**config.mk**
```make
export PLATFORM = sky130hd
export DESIGN_NAME = dbp_bank
export DESIGN_NICKNAME = d
export VERILOG_FILES = /design/src/logic/dbp_pkg.sv /design/src/logic/dbp_sync.sv /design/src/logic/dbp_idle_watch.sv /design/src/logic/dbp_bank.sv
export VERILOG_INCLUDE_DIRS = /design/src /design/src/logic
export SDC_FILE = /design/constraint.sdc
export NUM_CORES = 1
export LEC_CHECK = 0
export BUFFER_PORTS_ARGS = -buffer_cell sky130_fd_sc_hd__buf_4
export CAP_MARGIN = 10
export CELL_PAD_IN_SITES_DETAIL_PLACEMENT = 1
export CELL_PAD_IN_SITES_GLOBAL_PLACEMENT = 2
export CORE_MARGIN = 2
export CORE_UTILIZATION = 35
export CTS_CLUSTER_SIZE = 40
export DETAILED_ROUTE_END_ITERATION = 8
export PLACE_DENSITY_LB_ADDON = 0.25
export SYNTH_ARGS = -nofsm -noshare
export SYNTH_HDL_FRONTEND = slang
export SYNTH_SLANG_ARGS = --single-unit
export TNS_END_PERCENT = 1
```
**constraint.sdc**
```tcl
create_clock -name clk -period 6.35 [get_ports clk]
set_input_delay 0.9525 -clock clk [delete_from_list [all_inputs] [get_ports clk]]
set_output_delay 0.9525 -clock clk [all_outputs]
set_load 0.02 [all_outputs]
```
**src/logic/dbp_regs.svh**
```systemverilog
// Register offsets, delivery values, field limits and timing counts
// for the drive bus/position settings bank.
// Assumes register numbers are word addresses of the serial request layer.
`ifndef DBP_REGS_SVH
`define DBP_REGS_SVH

// ------------------------------------------------------------------
// Register numbers
// ------------------------------------------------------------------
`define DBP_ADR_SPEED     16'h0027
`define DBP_ADR_IDLE      16'h0028
`define DBP_ADR_SPARE_LO  16'h0029
`define DBP_ADR_SPARE_HI  16'h002b
`define DBP_ADR_SENSE     16'h002c
`define DBP_ADR_NUMER     16'h002d
`define DBP_ADR_DENOM     16'h002e
`define DBP_ADR_GATE      16'h002f
`define DBP_ADR_REF_HI    16'h0030
`define DBP_ADR_REF_LO    16'h0031
`define DBP_ADR_SAVE      16'h0074

// ------------------------------------------------------------------
// Delivery values and value ranges
// ------------------------------------------------------------------
`define DBP_RST_SPEED     16'h0004
`define DBP_RST_IDLE      16'h0000
`define DBP_RST_SENSE     1'h0
`define DBP_RST_NUMER     16'h0190
`define DBP_RST_DENOM     16'h0190
`define DBP_RST_GATE      1'h0
`define DBP_RST_REF_HI    16'h0000
`define DBP_RST_BPS       17'h04b00
`define DBP_MAX_SPEED     16'h0008
`define DBP_MAX_IDLE      16'h2710
`define DBP_MIN_SCALE     16'h0001
`define DBP_MAX_SCALE     16'h2710
`define DBP_SAVE_CMD      16'h0001

// ------------------------------------------------------------------
// Timing
// ------------------------------------------------------------------
`define DBP_CLK_HZ        200000000
`define DBP_MS_PER_S      1000
`define DBP_CYC_PER_MS    (`DBP_CLK_HZ / `DBP_MS_PER_S)

`endif

```
**src/logic/dbp_pkg.sv**
```systemverilog
// Types shared by the settings bank and its helpers.
// Assumes the constants header is included by the design files.
package dbp_pkg;

   // Request header, presented once at the start of each request
   typedef struct packed {
      logic        is_write;
      logic [15:0] base;
      logic [7:0]  count;
   } dbp_req_t;

   // Backed-up settings image, exchanged with the store
   typedef struct packed {
      logic [15:0] speed_code;
      logic [15:0] idle_ms;
      logic        turn_sense;
      logic [15:0] numer;
      logic [15:0] denom;
      logic [15:0] ref_upper;
   } dbp_nv_t;

   // Live settings seen by the drive
   typedef struct packed {
      logic        turn_sense;
      logic [15:0] numer;
      logic [15:0] denom;
      logic [15:0] ref_upper;
      logic        ref_gate;
      logic [15:0] idle_ms;
   } dbp_cfg_t;

   // Speed code to bit rate
   function automatic logic [16:0] dbp_code_bps(input logic [15:0] code);
      logic [16:0] r;
      r = 17'h04b00;
      case (code)
         16'h0000: r = 17'h004b0;
         16'h0001: r = 17'h00960;
         16'h0002: r = 17'h012c0;
         16'h0003: r = 17'h02580;
         16'h0004: r = 17'h04b00;
         16'h0005: r = 17'h09600;
         16'h0006: r = 17'h0e100;
         16'h0007: r = 17'h12c00;
         16'h0008: r = 17'h1c200;
         default:  r = 17'h04b00;
      endcase
      return r;
   endfunction : dbp_code_bps

endpackage : dbp_pkg

```
**src/logic/dbp_sync.sv**
```systemverilog
// Three-stage synchroniser for pin levels.
// Assumes the inputs are quasi-static switch levels.
`timescale 1ns/1ps
module dbp_sync #(
   parameter int unsigned W = 2
) (
   input  wire logic         clk,
   input  wire logic         rstn,
   input  wire logic [W-1:0] pin,
   output logic      [W-1:0] level
);
   logic [W-1:0] s1_r;
   logic [W-1:0] s2_r;
   logic [W-1:0] s3_r;

   // Accept a change only once stages two and three agree
   always_ff @(posedge clk or negedge rstn)
   begin
      if (!rstn)
      begin
         s1_r  <= '0;
         s2_r  <= '0;
         s3_r  <= '0;
         level <= '0;
      end
      else
      begin
         s1_r <= pin;
         s2_r <= s1_r;
         s3_r <= s2_r;
         if (s2_r == s3_r)
            level <= s3_r;
      end
   end
endmodule : dbp_sync

```
**src/logic/dbp_idle_watch.sv**
```systemverilog
// Communication idle watchdog counting whole milliseconds.
// Assumes kick is a one-cycle pulse per valid request.
`timescale 1ns/1ps
module dbp_idle_watch #(
   parameter int unsigned CYC_PER_MS = 200000
) (
   input  wire logic        clk,
   input  wire logic        rstn,
   input  wire logic [15:0] limit_ms,
   input  wire logic        kick,
   output logic             expire
);
   localparam int unsigned PW = $clog2(CYC_PER_MS + 1);

   logic [PW-1:0] pre_r;
   logic [15:0]   ms_r;
   logic          armed_r;
   wire           off  = (limit_ms == 16'h0000);
   wire           tick = (pre_r == PW'(CYC_PER_MS - 1));
   wire           hit  = armed_r && tick && ((ms_r + 16'h0001) >= limit_ms);

   // Kick restarts the interval; zero limit parks everything
   always_ff @(posedge clk or negedge rstn)
   begin
      if (!rstn)
      begin
         pre_r   <= '0;
         ms_r    <= 16'h0000;
         armed_r <= 1'b0;
         expire  <= 1'b0;
      end
      else if (off)
      begin
         pre_r   <= '0;
         ms_r    <= 16'h0000;
         armed_r <= 1'b0;
         expire  <= 1'b0;
      end
      else if (kick)
      begin
         pre_r   <= '0;
         ms_r    <= 16'h0000;
         armed_r <= 1'b1;
         expire  <= 1'b0;
      end
      else
      begin
         pre_r   <= tick ? '0 : pre_r + PW'(1);
         ms_r    <= tick ? ms_r + 16'h0001 : ms_r;
         armed_r <= armed_r && !hit;
         expire  <= hit;
      end
   end
endmodule : dbp_idle_watch

```
**src/logic/dbp_bank.sv**
```systemverilog
// Bus and position settings bank of the positioning drive.
// Assumes a request parser upstream that delivers a header, then one
// word strobe per register, then an end strobe with a validity flag,
// and a backed-up store that replays its image once after restart.
`timescale 1ns/1ps
`include "dbp_regs.svh"
module dbp_bank
   import dbp_pkg::*;
#(
   parameter int unsigned CYC_PER_MS = `DBP_CYC_PER_MS
) (
   input  wire logic        clk,
   input  wire logic        rstn,
   input  wire logic        req_start,
   input  wire dbp_req_t    req_info,
   input  wire logic        wr_valid,
   input  wire logic [15:0] wr_addr,
   input  wire logic [15:0] wr_data,
   input  wire logic        req_end,
   input  wire logic        req_ok,
   input  wire logic        rd_en,
   input  wire logic [15:0] rd_addr,
   output logic      [15:0] rd_data,
   output logic             rd_hit,
   output logic             rd_valid,
   output logic             wr_refused,
   input  wire logic [1:0]  speed_switch,
   input  wire logic        restore_load,
   input  wire dbp_nv_t     restore_img,
   output logic             save_req,
   output dbp_nv_t          save_img,
   output logic      [15:0] active_speed_code,
   output logic      [16:0] active_bps,
   output dbp_cfg_t         cfg,
   output logic             run_abort
);

   // ---------------------------------------------------------------
   // Switch input and request scope
   // ---------------------------------------------------------------
   logic [1:0]  switch_lvl;
   logic        ref_only_r;
   logic        ref_only_nxt;
   logic [16:0] last_addr;

   dbp_sync #(
      .W     (2)
   ) u_sw_sync (
      .clk   (clk),
      .rstn  (rstn),
      .pin   (speed_switch),
      .level (switch_lvl)
   );

   // Last register the request reaches; count of zero treated as one
   assign last_addr = {1'b0, req_info.base}
                    + {9'h000, req_info.count}
                    - ((req_info.count == 8'h00) ? 17'h00000 : 17'h00001);

   // Request touches nothing but the two offset words
   assign ref_only_nxt = (req_info.base >= `DBP_ADR_REF_HI) &&
                         (last_addr <= {1'b0, `DBP_ADR_REF_LO});

   // Scope flag is held for the whole request
   always_ff @(posedge clk or negedge rstn)
   begin
      if (!rstn)
         ref_only_r <= 1'b0;
      else if (req_start)
         ref_only_r <= ref_only_nxt;
   end

   // ---------------------------------------------------------------
   // Write decode
   // ---------------------------------------------------------------
   logic [15:0] speed_code_r;
   logic [15:0] idle_r;
   logic        sense_r;
   logic [15:0] numer_r;
   logic [15:0] denom_r;
   logic        gate_r;
   logic [15:0] ref_hi_r;
   logic [15:0] act_speed_r;

   wire sw_locked   = (switch_lvl != 2'b00);
   wire hit_speed   = wr_valid && (wr_addr == `DBP_ADR_SPEED);
   wire hit_idle    = wr_valid && (wr_addr == `DBP_ADR_IDLE);
   wire hit_sense   = wr_valid && (wr_addr == `DBP_ADR_SENSE);
   wire hit_numer   = wr_valid && (wr_addr == `DBP_ADR_NUMER);
   wire hit_denom   = wr_valid && (wr_addr == `DBP_ADR_DENOM);
   wire hit_gate    = wr_valid && (wr_addr == `DBP_ADR_GATE);
   wire hit_ref     = wr_valid && (wr_addr == `DBP_ADR_REF_HI);
   wire hit_save    = wr_valid && (wr_addr == `DBP_ADR_SAVE);

   // Range checks on each stored field but the offset, which needs request scope or the gate
   wire ok_speed    = (wr_data <= `DBP_MAX_SPEED) && !sw_locked;
   wire ok_idle     = (wr_data <= `DBP_MAX_IDLE);
   wire ok_bit      = (wr_data <= 16'h0001);
   wire ok_scale    = (wr_data >= `DBP_MIN_SCALE) &&
                      (wr_data <= `DBP_MAX_SCALE);
   wire ok_ref      = ref_only_r || gate_r;

   wire do_speed    = hit_speed && ok_speed;
   wire do_idle     = hit_idle  && ok_idle;
   wire do_sense    = hit_sense && ok_bit;
   wire do_numer    = hit_numer && ok_scale;
   wire do_denom    = hit_denom && ok_scale;
   wire do_gate     = hit_gate  && ok_bit;
   wire do_ref      = hit_ref   && ok_ref;
   wire do_save     = hit_save  && (wr_data == `DBP_SAVE_CMD);

   // A strobe aimed here that changed nothing
   wire refused_nxt = (hit_speed && !ok_speed) || (hit_idle && !ok_idle) ||
                      (hit_sense && !ok_bit)   || (hit_numer && !ok_scale) ||
                      (hit_denom && !ok_scale) || (hit_gate && !ok_bit)   ||
                      (hit_ref && !ok_ref);

   // ---------------------------------------------------------------
   // Settings registers
   // ---------------------------------------------------------------
   // Restore after restart wins; it only comes before any request
   always_ff @(posedge clk or negedge rstn)
   begin
      if (!rstn)
      begin
         speed_code_r <= `DBP_RST_SPEED;
         idle_r       <= `DBP_RST_IDLE;
         sense_r      <= `DBP_RST_SENSE;
         numer_r      <= `DBP_RST_NUMER;
         denom_r      <= `DBP_RST_DENOM;
      end
      else if (restore_load)
      begin
         speed_code_r <= (restore_img.speed_code <= `DBP_MAX_SPEED) ?
                         restore_img.speed_code : `DBP_RST_SPEED;
         idle_r       <= restore_img.idle_ms;
         sense_r      <= restore_img.turn_sense;
         numer_r      <= restore_img.numer;
         denom_r      <= restore_img.denom;
      end
      else
      begin
         if (do_speed)
            speed_code_r <= wr_data;
         if (do_idle)
            idle_r <= wr_data;
         if (do_sense)
            sense_r <= wr_data[0];
         if (do_numer)
            numer_r <= wr_data;
         if (do_denom)
            denom_r <= wr_data;
      end
   end

   // Gate lives outside the store and always starts closed
   always_ff @(posedge clk or negedge rstn)
   begin
      if (!rstn)
         gate_r <= `DBP_RST_GATE;
      else if (restore_load)
         gate_r <= `DBP_RST_GATE;
      else if (do_gate)
         gate_r <= wr_data[0];
   end

   // Upper half of the signed offset, bytes 3 and 2
   always_ff @(posedge clk or negedge rstn)
   begin
      if (!rstn)
         ref_hi_r <= `DBP_RST_REF_HI;
      else if (restore_load)
         ref_hi_r <= restore_img.ref_upper;
      else if (do_ref)
         ref_hi_r <= wr_data;
   end

   // Live speed follows the stored code only on restart, so a
   // written code cannot cut the link in the middle of a session
   always_ff @(posedge clk or negedge rstn)
   begin
      if (!rstn)
         act_speed_r <= `DBP_RST_SPEED;
      else if (restore_load)
         act_speed_r <= (restore_img.speed_code <= `DBP_MAX_SPEED) ?
                        restore_img.speed_code : `DBP_RST_SPEED;
   end

   // Code to bit rate, registered
   always_ff @(posedge clk or negedge rstn)
   begin
      if (!rstn)
         active_bps <= `DBP_RST_BPS;
      else
         active_bps <= dbp_code_bps(act_speed_r);
   end

   assign active_speed_code = act_speed_r;

   // ---------------------------------------------------------------
   // Save request to the backed-up store
   // ---------------------------------------------------------------
   dbp_nv_t img_now;

   assign img_now.speed_code = speed_code_r;
   assign img_now.idle_ms    = idle_r;
   assign img_now.turn_sense = sense_r;
   assign img_now.numer      = numer_r;
   assign img_now.denom      = denom_r;
   assign img_now.ref_upper  = ref_hi_r;

   // Snapshot taken with the save strobe; gate is never part of it
   always_ff @(posedge clk or negedge rstn)
   begin
      if (!rstn)
      begin
         save_req <= 1'b0;
         save_img <= '0;
      end
      else
      begin
         save_req <= do_save;
         if (do_save)
            save_img <= img_now;
      end
   end

   // ---------------------------------------------------------------
   // Read path
   // ---------------------------------------------------------------
   logic [15:0] rd_mux;
   logic        rd_map;

   wire rd_spare = (rd_addr >= `DBP_ADR_SPARE_LO) &&
                   (rd_addr <= `DBP_ADR_SPARE_HI);

   // Spare words answer zero; foreign numbers report no hit
   always_comb
   begin
      rd_mux = 16'h0000;
      rd_map = 1'b1;
      case (rd_addr)
         `DBP_ADR_SPEED:  rd_mux = speed_code_r;
         `DBP_ADR_IDLE:   rd_mux = idle_r;
         `DBP_ADR_SENSE:  rd_mux = {15'h0000, sense_r};
         `DBP_ADR_NUMER:  rd_mux = numer_r;
         `DBP_ADR_DENOM:  rd_mux = denom_r;
         `DBP_ADR_GATE:   rd_mux = {15'h0000, gate_r};
         `DBP_ADR_REF_HI: rd_mux = ref_hi_r;
         default:         rd_map = rd_spare;
      endcase
   end

   // Read answer one cycle after the strobe
   always_ff @(posedge clk or negedge rstn)
   begin
      if (!rstn)
      begin
         rd_data  <= 16'h0000;
         rd_hit   <= 1'b0;
         rd_valid <= 1'b0;
      end
      else
      begin
         rd_valid <= rd_en;
         if (rd_en)
         begin
            rd_data <= rd_mux;
            rd_hit  <= rd_map;
         end
      end
   end

   // ---------------------------------------------------------------
   // Refusal flag and live settings
   // ---------------------------------------------------------------
   always_ff @(posedge clk or negedge rstn)
   begin
      if (!rstn)
         wr_refused <= 1'b0;
      else
         wr_refused <= refused_nxt && !restore_load;
   end

   assign cfg.turn_sense = sense_r;
   assign cfg.numer      = numer_r;
   assign cfg.denom      = denom_r;
   assign cfg.ref_upper  = ref_hi_r;
   assign cfg.ref_gate   = gate_r;
   assign cfg.idle_ms    = idle_r;

   // ---------------------------------------------------------------
   // Communication timeout
   // ---------------------------------------------------------------
   // Only a well-formed request keeps the link alive
   wire kick = req_end && req_ok;

   dbp_idle_watch #(
      .CYC_PER_MS (CYC_PER_MS)
   ) u_idle (
      .clk        (clk),
      .rstn       (rstn),
      .limit_ms   (idle_r),
      .kick       (kick),
      .expire     (run_abort)
   );

endmodule : dbp_bank

```
==> flow_summary_export.csv, run 1 <==
group,metric,value,unit
floorplanning,io_pins,365,
synth,synth.distinct_cells,77,
final_layout,nFillCells,4132,
detailed_routing,vias_per_cell,5.28,
detailed_routing,route.detailed.drc,0,
setup_path,cp-endpoint,"u_idle.expire$_DFF_PN0_",
detailed_routing,drt-initial-drc-count,526,
status,status,"finished clean",
synth,synthesis.area,0.0131,mm^2
floorplanning,core_area,0.0368,mm^2
setup_path,crit_type,"reg2reg",
setup_path,r2r_slack,2.79,ns
power_and_ir_drop,leakagePower,8.65,nW
grt,grt_pass1_vias,11300,
detailed_routing,ant_nets,0,
final_layout,seq_area,0.00645,mm^2
floorplanning,start_util,35.7,%
final_layout,finalNetCount,1816,
setup_path,reg2regPathDepth,14,
synth,syn_area_per_cell,10.5,um^2
setup_path,arrival,3.99,ns
setup_path,r2r-end,"u_idle.expire$_DFF_PN0_",
grt,grt_overflow,0,
sta,rsz0062_at_grt,"false",
synth,ys_seq_area_share,49.1,%
clock_network,holdBufCountCts,0,
clock_network,cts_tree,"yes",
sta,hold_violations,0,
clock_network,cts-htree-levels,1,
sta,finClkSkew,0.0147,ns
clock_network,worstSkewPairLatency,0.56,ns
place,place_congestion,0.788,
setup_path,worst_setup_path_end_kind,"flop",
setup_path,worstPathMaxFanout,5,
floorplanning,die_h,198,um
flow_run,cap_violations,0,
sta,fin_crit_sh,56.1,%
clock_network,clockBufferDepth,3,
sta,final-max-slew-violation-count,0,
clock_network,cts_sinks,257,
detailed_routing,wl,46600,um
place,dp_hpwl,35000,um
synth,ys.flop_type,"dfrtp_1",
place,io_buffers,359,
synth,ys_seq_elements,257,
final_layout,final_layout_size_suffix_gt1_share,32.5,%
sta,fin_crit,3.56,ns
synth,async_reset_ff_share,100,%
clock_network,cts_buffers,30,
place,placedCellCount,2034,
final_layout,multiInputGateArea,0.00615,mm^2
sta,setup_tns,0,ns
setup_path,worst_ep_required_time,6.78,ns
sta,clock.fmax,281,MHz
grt,grt_pass1_wl,70200,um
final_layout,fin_cells,2091,
sta,relSlewSlack,20.1,%
synth,ys.warnings.count,0,
detailed_routing,wl_per_cell,22.3,um
worst_hold_path,hold_class,"reg2reg",
clock_network,cts_root_buf,"clkbuf_16",
floorplanning,die_area,0.0391,mm^2
grt,grt_antenna_before_repair,4,
setup_path,startpoint_type,"flop",
clock_network,clk_pin_slew,0.06,ns
clock_network,post_cts_resized,0,
power_and_ir_drop,vdd_drop_max,0.000178,V
synth,synth_edf_count,0,
sta,setup-violations-final,0,
synth,synthCells,1252,
sta,worstMarginPinSlew,1.20,ns
clock_network,cts_setup_buffers,0,
place,dpl-instance-area,0.0162,mm^2
setup_path,worstSetupStartpoint,"u_idle.ms_r[2]$_DFFE_PN0P_",
power_and_ir_drop,p_per_area,237,mW/mm^2
floorplanning,std_cell_rows,70,
floorplanning,fp.dieW,198,um
final_layout,final_area,0.0172,mm^2
grt,grt_max_degree,110,
detailed_routing,num_vias,11000,
grt,grtUsageTotal,23.5,%
setup_path,r2r_start,"u_idle.ms_r[2]$_DFFE_PN0P_",
final_layout,syn_to_final_growth,31.4,%
detailed_routing,dr.pass1.iters,6,
-- registers in the layout, summed over array words and instances (netlist names), 2 cells and up --
signal / count
active_bps: 13
u_idle.pre_r: 18
u_sw_sync.s2_r: 2
active_speed_code: 16
u_sw_sync.s1_r: 2
ref_hi_r: 16
speed_code_r: 16
u_idle.ms_r: 16
denom_r: 16
u_sw_sync.level: 2
save_img: 81
u_sw_sync.s3_r: 2
numer_r: 16
idle_r: 16
rd_data: 16
-- how the worst min path moves through the flow --
stage,start,slack [ns],endpoint,depth (start not counted)
final,u_sw_sync.s1_r[0]$_DFF_PN0_,0.37,u_sw_sync.s2_r[0]$_DFF_PN0_,0
after global routing,u_sw_sync.s1_r[0]$_DFF_PN0_,0.38,u_sw_sync.s2_r[0]$_DFF_PN0_,0
after CTS,u_sw_sync.s1_r[1]$_DFF_PN0_,0.38,u_sw_sync.s2_r[1]$_DFF_PN0_,0
after detailed placement,u_sw_sync.s1_r[1]$_DFF_PN0_,0.37,u_sw_sync.s2_r[1]$_DFF_PN0_,0
after global placement,u_sw_sync.s1_r[0]$_DFF_PN0_,0.36,u_sw_sync.s2_r[0]$_DFF_PN0_,0
after floorplan,u_sw_sync.s1_r[0]$_DFF_PN0_,0.33,u_sw_sync.s2_r[0]$_DFF_PN0_,0
-- cell type report --
type	count	area share [%]
Sequential cell	257	37.4
Multi-Input combinational cell	867	35.7
Clock buffer	46	5.11
Clock inverter	9	0.639
Antenna cell	2	0.0290
Timing Repair Buffer	372	16.2
Tap cell	468	3.40
Inverter	70	1.52
-- layer usage --
layer	track usage, %	share of wire [%]
met1	30.7	43
met2	40.0	49
met3	3.70	5.7
met4	7.16	2.6
met5	0	0.028
-- critical path, cell delays in order, from the launching register on --
cell and delay (ns):
dfrtp_1 0.42, nand3_1 0.20, or3_1 0.47, nor2_1 0.25, nand3_1 0.22, or2_2 0.37, nor2_1 0.14, xor2_1 0.08
ha_1 0.30, nand4_1 0.15, nor2_1 0.18, nand2_1 0.07, o21ai_0 0.07, a31oi_1 0.11, a211oi_1 0.39
-- cell usage in the layout (no fill, tap or decap), types with 15 or more instances in the layout --
cell type    n
buf_4      371
dfrtp_1    245
nand2_1    113
nor2_1      81
o21ai_0     81
mux2_2      78
inv_1       70
mux2i_1     66
ha_1        53
a21oi_1     39
clkbuf_16   30
xor2_1      25
nor3_1      24
nand3_1     21
and3_1      21
xnor2_1     21
a31oi_1     20
nor4_1      18
nor2b_1     18
a22oi_1     17
a222oi_1    15
-- report_power, final --
group	internal (mW)	leakage, nW	total [mW]	switching [mW]
Sequential	1.70	3.39	1.79	0.0869
Combinational	0.237	4.77	0.556	0.319
Clock	1.03	0.489	1.74	0.708
Total	2.97	8.65	4.08	1.11
-- cells in the mapped netlist, drive strengths merged, types with 3 or more instances --
| cell type | instances | share of area, % |
|---|---|---|
| inv | 70 | 2.0 |
| a21o | 10 | 0.57 |
| o31ai | 6 | 0.34 |
| a21oi | 39 | 1.5 |
| dfstp | 12 | 2.4 |
| nand2b | 10 | 0.48 |
| xor2 | 25 | 1.7 |
| a22oi | 17 | 0.97 |
| dfrtp | 245 | 47 |
| mux2i | 66 | 5.0 |
| xnor2 | 21 | 1.4 |
| mux2 | 82 | 7.0 |
| nand4 | 12 | 0.57 |
| a31oi | 20 | 0.95 |
| a211oi | 6 | 0.34 |
| o211ai | 4 | 0.23 |
| nor3 | 27 | 1.1 |
| or4 | 3 | 0.17 |
| clkbuf | 39 | 1.1 |
| nand2 | 113 | 3.2 |
| nor3b | 4 | 0.23 |
| nand4b | 5 | 0.33 |
| buf | 22 | 1.2 |
| nor2 | 82 | 2.4 |
| o21ai | 93 | 3.5 |
| o21bai | 3 | 0.17 |
| and3 | 21 | 1.0 |
| nor2b | 18 | 0.86 |
| a2bb2oi | 3 | 0.20 |
| nor4 | 19 | 1.0 |
| and4 | 4 | 0.27 |
| and2 | 5 | 0.24 |
| ha | 53 | 5.1 |
| or4b | 3 | 0.29 |
| or3 | 14 | 0.67 |
| nand3 | 22 | 0.88 |
| or2 | 3 | 0.14 |
| a222oi | 15 | 1.1 |
-- metrics by stage --
step / power [mW] / worst slack [ns] / util (%) / hold WS [ns]
floorplan: 2.07 / 2.79 / - / 0.331
global placement: 2.36 / 2.27 / 44.2 / 0.365
detailed placement: 2.38 / 2.21 / 44.2 / 0.370
CTS: 4.13 / 2.78 / 46.9 / 0.380
global route: 4.25 / 2.47 / 46.9 / 0.379
finish: 4.08 / 2.79 / 46.9 / 0.375
-- cells by family after synthesis --
family | count (synthesis) | synth area share [%]
simple gates | 374 | 14.5
flops | 257 | 49.1
xor+xnor | 46 | 3.07
compound gates | 241 | 11.7
other cells | 1 | 0.0286
buf+inv | 131 | 4.30
fa+ha+maj | 54 | 5.20
mux | 148 | 12.1
No activity file was read; power rests on OpenSTA's default activity.
==> run 2, diff against run 1 <==
Settings changed: ABC_AREA set to 1, CORE_UTILIZATION 35 to 28.
Clock period 6.35 ns to 3.15 ns, I/O delays scaled along.
==> flow_summary_export.csv, run 2 <==
group,metric,value,unit
setup_path,r2r_slack,0.36,ns
synth,ys.flop_type,"dfrtp_1",
setup_path,startpoint_type,"flop",
detailed_routing,dr.pass1.iters,4,
floorplanning,start_util,28.3,%
detailed_routing,vias_per_cell,4.69,
floorplanning,core_area,0.0500,mm^2
synth,ys_seq_elements,257,
synth,ys.warnings.count,0,
detailed_routing,ant_nets,0,
status,status,"finished clean",
sta,hold_ws,0.0386,ns
power_and_ir_drop,power,8.37,mW
floorplanning,die_h,229,um
synth,yosysMostFrequentCell,"nand2_1",
setup_path,cp-endpoint,"u_idle.armed_r$_DFF_PN0_",
detailed_routing,wl_per_cell,20.5,um
final_layout,largest_reg_flops,81,
grt,grtUsageTotal,21.6,%
place,placedCellCount,2745,
grt,grt_max_degree,68,
final_layout,final_layout_size_suffix_gt1_share,27.3,%
setup_path,worstSetupStartpoint,"u_idle.ms_r[1]$_DFFE_PN0P_",
sta,setup_tns,0,ns
place,place_congestion,0.881,
synth,synthCells,1741,
synth,synth_top_area_share,43.4,%
synth,syn_area_per_cell,8.11,um^2
sta,fin_crit_sh,88.5,%
clock_network,cts_buffers,30,
power_and_ir_drop,vdd_drop_max,0.000328,V
grt,grt_pass1_vias,13900,
final_layout,finalNetCount,2324,
setup_path,worst_ep_required_time,3.60,ns
synth,yosys-top-cells-area,"dfrtp_1, nand2_1, inv_1, ha_1, nand3_1",
sta,final-max-slew-violation-count,0,
grt,grt_pass1_wl,86800,um
floorplanning,die_area,0.0522,mm^2
final_layout,final_area,0.0185,mm^2
detailed_routing,num_vias,13200,
detailed_routing,wl,57400,um
sta,fin_ws,0.362,ns
floorplanning,io_pins,365,
setup_path,crit_type,"reg2reg",
place,dpl-instance-area,0.0175,mm^2
clock_network,clockBufferDepth,3,
sta,rsz0062_at_grt,"false",
clock_network,worstSkewPairLatency,0.57,ns
sta,worstMarginPinSlew,0.823,ns
setup_path,r2r_start,"u_idle.ms_r[1]$_DFFE_PN0P_",
final_layout,layout_common_cells,"nand2_1, buf_4, inv_1",
floorplanning,fp.dieW,229,um
grt,grt_overflow,0,
final_layout,top_regs,"save_img (81), u_idle.pre_r (18)",
setup_path,slowest_delay,0.38,ns
synth,ys_seq_area_share,45.7,%
detailed_routing,drt-initial-drc-count,709,
power_and_ir_drop,leakagePower,9.80,nW
sta,clock.fmax,359,MHz
setup_path,worstPathMaxFanout,3,
sta,hold_violations,0,
setup_path,arrival,3.24,ns
sta,finClkSkew,0.0106,ns
final_layout,syn_to_final_growth,31.2,%
synth,synth_edf_count,0,
synth,synthesis.area,0.0141,mm^2
final_layout,final_common_cell,"nand2_1",
clock_network,cts-htree-levels,1,
setup_path,cp_cell_sequence,"ha_1 -> nand2_1 -> nor2_2 -> nand3_2 -> nor2_2 -> nand2_1 -> nor2_2 -> nand3_1 -> xor2_1 -> ha_1 -> nand2_1 -> inv_1 -> nand3_1 -> nor3_2 -> nand3_1 -> nand3_1 -> nand2_1 -> nand2_1 -> a21oi_1",
final_layout,utilization,37.1,%
place,pre_cts_slack,-0.0253,ns
synth,async_reset_ff_share,100,%
power_and_ir_drop,p_per_area,452,mW/mm^2
sta,setup-violations-final,0,
sta,fin_crit,2.79,ns
clock_network,cts_root_buf,"clkbuf_16",
floorplanning,std_cell_rows,82,
clock_network,cts_sinks,257,
setup_path,r2r-end,"u_idle.armed_r$_DFF_PN0_",
synth,synth.top_cells.by_count,"nand2_1, inv_1, dfrtp_1",
place,dp_hpwl,45700,um
setup_path,critPathSlowestCell,"dfrtp_1",
worst_hold_path,hold_class,"in2reg",
final_layout,top_register,"save_img",
setup_path,reg2regPathDepth,19,
synth,synth.distinct_cells,54,
final_layout,fin_cells,2804,
clock_network,clk_pin_slew,0.06,ns
detailed_routing,route.detailed.drc,0,
sta,relSlewSlack,44.9,%
place,io_buffers,359,
grt,grt_antenna_before_repair,9,
clock_network,cts_tree,"yes",
flow_run,cap_violations,0,
setup_path,worst_setup_path_end_kind,"flop",
synth,yosys.area.top_type,"dfrtp_1",
setup_path,critPathMostFrequentCell,"nand2_1",
==> run 2: changes by cell type after synthesis, moves of 50 or more <==
cell	change
mux2i_1	-66
nor2_1	+50
mux2_2	-78
nand3_1	+89
inv_1	+177
nand2_1	+370
==> run 2: logic make-up (layout without fill, tap and decap cells) <==
group	after synthesis	count (layout)	share of synthesized area, %
DFF	257	257	45.7
buffers and inverters	313	698	9.75
and+or+nand+nor	854	854	27.3
AOI/OAI and AO/OA	240	240	11.0
adders and majority gates	54	54	4.84
xor gates and xnor gates	22	22	1.42
other	1	7	0.0266
==> run 2: report_power, final <==
part / internal [mW] / switching (mW)
clock network: 2.01 / 1.45
logic: 0.507 / 0.835
registers: 3.44 / 0.136
==> run 2: what timing repair did <==
action | in CTS | in global routing
hold buffers | 1 | 0
setup buffers | 0 | 0
setup endpoints to repair | 0 | 1
resized for setup | 0 | 1
endpoints found under the hold margin | 36 | 0
==> run 2: metal layers <==
metal | share of wire (%) | GRT usage, % | up-vias
met5 | 0.14 | 0 | -
met4 | 2.3 | 5.80 | 12
met3 | 5.6 | 4.74 | 70
met2 | 49 | 37.2 | 294
met1 | 43 | 27.4 | 6475
li1 | - | - | 6299
==> run 2: area by class of cell <==
type | instances | area, um^2
clock buffer | 45 | 918
inverter | 255 | 957
tap | 672 | 841
clock inverter | 10 | 66.3
timing repair buffer | 388 | 2970
antenna | 3 | 7.51
sequential | 257 | 6450
multi-input combinational | 1174 | 6320
fill | 6057 | 31400
==> run 2: worst min path at each step <==
stage,to,cells past startpoint,slack [ns],start
2_1_floorplan,active_bps[10]$_DFF_PN0_,0,0.18,rstn
3_3_place_gp,u_sw_sync.s2_r[1]$_DFF_PN0_,0,0.34,u_sw_sync.s1_r[1]$_DFF_PN0_
3_5_place_dp,u_sw_sync.s2_r[0]$_DFF_PN0_,0,0.34,u_sw_sync.s1_r[0]$_DFF_PN0_
4_1_cts,u_sw_sync.s1_r[0]$_DFF_PN0_,1,0.01,speed_switch[0]
5_1_grt,u_sw_sync.s1_r[1]$_DFF_PN0_,1,0.01,speed_switch[1]
6_report,u_sw_sync.s1_r[0]$_DFF_PN0_,1,0.04,speed_switch[0]
==> run 2: worst max-delay path, delay by kind of cell, from the launching register on <==
| family | cells | cell delay [ns] |
|---|---|---|
| AND/OR/NAND/NOR | 14 | 1.53 |
| adder cells (fa/ha/maj) | 2 | 0.48 |
| flip-flops | 1 | 0.38 |
| XOR/XNOR | 1 | 0.16 |
| buffers and inverters | 1 | 0.07 |
| AO/OA/AOI/OAI | 1 | 0.06 |
==> run 3, diff against run 2 <==
Settings changed: CTS_BUF_LIST set to sky130_fd_sc_hd__clkbuf_4 sky130_fd_sc_hd__clkbuf_8.
==> flow_summary_export.csv, run 3 (same netlist as run 2, synthesis figures left out) <==
group,metric,value,unit
sta,setup_tns,0,ns
final_layout,layout_common_cells,"nand2_1, buf_4, inv_1",
sta,clock.fmax,355,MHz
floorplanning,die_h,229,um
clock_network,clockBufferDepth,3,
power_and_ir_drop,switching_share,29.2,%
clock_network,cts_buffers,46,
clock_network,clk_pin_slew,0.06,ns
sta,hold_violations,0,
flow_run,cap_violations,0,
place,dpl-instance-area,0.0175,mm^2
power_and_ir_drop,seq_power_share,43.2,%
final_layout,final_area,0.0186,mm^2
detailed_routing,vias_per_cell,4.69,
sta,setup-violations-final,0,
power_and_ir_drop,vdd_drop_max,0.000228,V
power_and_ir_drop,p_comb_share,16.2,%
power_and_ir_drop,p_sw,2.41,mW
final_layout,nFillCells,6075,
place,io_buffers,359,
clock_network,cts_root_buf,"clkbuf_8",
setup_path,r2r_start,"u_idle.ms_r[1]$_DFFE_PN0P_",
power_and_ir_drop,power,8.28,mW
grt,grt_max_degree,68,
final_layout,top_regs,"save_img (81), u_idle.pre_r (18)",
floorplanning,std_cell_rows,82,
final_layout,final_common_cell,"nand2_1",
grt,grt_pass1_vias,14000,
floorplanning,die_area,0.0522,mm^2
detailed_routing,dr.pass1.iters,4,
grt,grt_pass1_wl,87000,um
detailed_routing,num_vias,13300,
floorplanning,start_util,28.3,%
setup_path,r2r_slack,0.34,ns
power_and_ir_drop,leakagePower,9.86,nW
setup_path,worst_setup_path_end_kind,"flop",
place,place_congestion,0.881,
sta,worstMarginPinSlew,0.787,ns
floorplanning,io_pins,365,
detailed_routing,wl_per_cell,20.3,um
power_and_ir_drop,p_int,5.87,mW
final_layout,largest_reg_flops,81,
final_layout,final_layout_size_suffix_gt1_share,28.4,%
grt,grtUsageTotal,21.9,%
clock_network,cts_sinks,257,
worst_hold_path,min_from,"restore_img[47]",
final_layout,syn_to_final_growth,31.5,%
detailed_routing,wl,57500,um
setup_path,worstSetupStartpoint,"u_idle.ms_r[1]$_DFFE_PN0P_",
grt,grt_overflow,0,
worst_hold_path,hold_depth,3,
setup_path,reg2regPathDepth,19,
detailed_routing,drt-initial-drc-count,662,
clock_network,cts_tree,"yes",
setup_path,worst_ep_required_time,3.62,ns
power_and_ir_drop,p_per_area,446,mW/mm^2
setup_path,r2r-end,"u_idle.armed_r$_DFF_PN0_",
floorplanning,core_area,0.0500,mm^2
setup_path,startpoint_type,"flop",
setup_path,worstPathMaxFanout,3,
grt,grt_antenna_before_repair,12,
sta,final-max-slew-violation-count,0,
power_and_ir_drop,pwr-share-clk,40.6,%
clock_network,cts-htree-levels,2,
sta,relSlewSlack,47.3,%
place,dp_hpwl,45700,um
final_layout,utilization,37.1,%
sta,finClkSkew,0.0322,ns
sta,rsz0062_at_grt,"false",
final_layout,top_register,"save_img",
detailed_routing,ant_nets,0,
sta,fin_crit_sh,89.4,%
floorplanning,fp.dieW,229,um
setup_path,crit_type,"reg2reg",
sta,fin_crit,2.81,ns
status,status,"finished clean",
final_layout,finalNetCount,2342,
worst_hold_path,hold_class,"in2reg",
setup_path,arrival,3.29,ns
worst_hold_path,hold_end,"numer_r[15]$_DFFE_PN0P_",
detailed_routing,route.detailed.drc,0,
clock_network,worstSkewPairLatency,0.62,ns
## run 3: worst max-delay path by stage
stage	end	slack [ns]
floorplan	ref_only_r$_DFFE_PN0P_	0.50
global placement	ref_only_r$_DFFE_PN0P_	0.0009
detailed placement	ref_only_r$_DFFE_PN0P_	-0.03
CTS	u_idle.armed_r$_DFF_PN0_	0.21
global route	u_idle.armed_r$_DFF_PN0_	0.05
finish	u_idle.armed_r$_DFF_PN0_	0.34
## run 3: timing repair
item                                    4_1_cts  5_1_grt
endpoints found under the setup margin        0        1
gates resized for setup                       0        1
endpoints found under the hold margin        38        0
setup buffers                                 0        0
hold buffers                                  3        0
## run 3: critical path, cell delays in order, from the launching register on
cell	delay [ns]
dfrtp_1	0.38
ha_1	0.20
nand2_1	0.07
nor2_2	0.15
nand3_2	0.11
nor2_2	0.13
nand2_1	0.11
nor2_2	0.14
nand3_1	0.10
xor2_1	0.17
ha_1	0.28
nand2_1	0.05
inv_1	0.07
nand3_1	0.12
nor3_2	0.17
nand3_1	0.10
nand3_1	0.13
nand2_1	0.08
nand2_1	0.06
a21oi_1	0.05
## run 3: per-layer routing
layer | part of all wire (%) | GRT usage [%] | up-vias
li1 | - | - | 6344
met1 | 43 | 27.1 | 6543
met2 | 49 | 36.9 | 311
met3 | 5.7 | 5.16 | 87
met4 | 2.7 | 8.07 | 12
met5 | 0.14 | 0 | -
## run 3: power by group through the flow
stage / clock, mW / combinational (mW) / sequential, mW
4_1_cts: 3.47 / 1.37 / 3.57
3_5_place_dp: 0 / 1.36 / 3.63
6_report: 3.36 / 1.34 / 3.57
3_3_place_gp: 0 / 1.34 / 3.63
5_1_grt: 3.60 / 1.49 / 3.59
2_1_floorplan: 0 / 0.585 / 3.69
## run 3: metrics by stage
| stage | cells | hold WS, ns | worst slack (ns) |
|---|---|---|---|
| global route | 2837 | 0.0372 | 0.0528 |
| global placement | 2745 | 0.342 | 0.000941 |
| detailed placement | 2745 | 0.342 | -0.0253 |
| floorplan | 1744 | 0.177 | 0.503 |
| finish | 2837 | 0.0671 | 0.335 |
| CTS | 2831 | 0.00487 | 0.208 |
## run 3: cell type report
| class | count | area (um^2) | area share, % |
|---|---|---|---|
| clock inverters | 2 | 18.8 | 0.101 |
| inverters | 255 | 957 | 5.16 |
| flip-flops and latches | 257 | 6450 | 34.7 |
| clock buffers | 81 | 971 | 5.23 |
| multi-input cells | 1174 | 6320 | 34.0 |
| repair buffers | 390 | 2990 | 16.1 |
| diodes | 6 | 15.0 | 0.0809 |
| well taps | 672 | 841 | 4.53 |
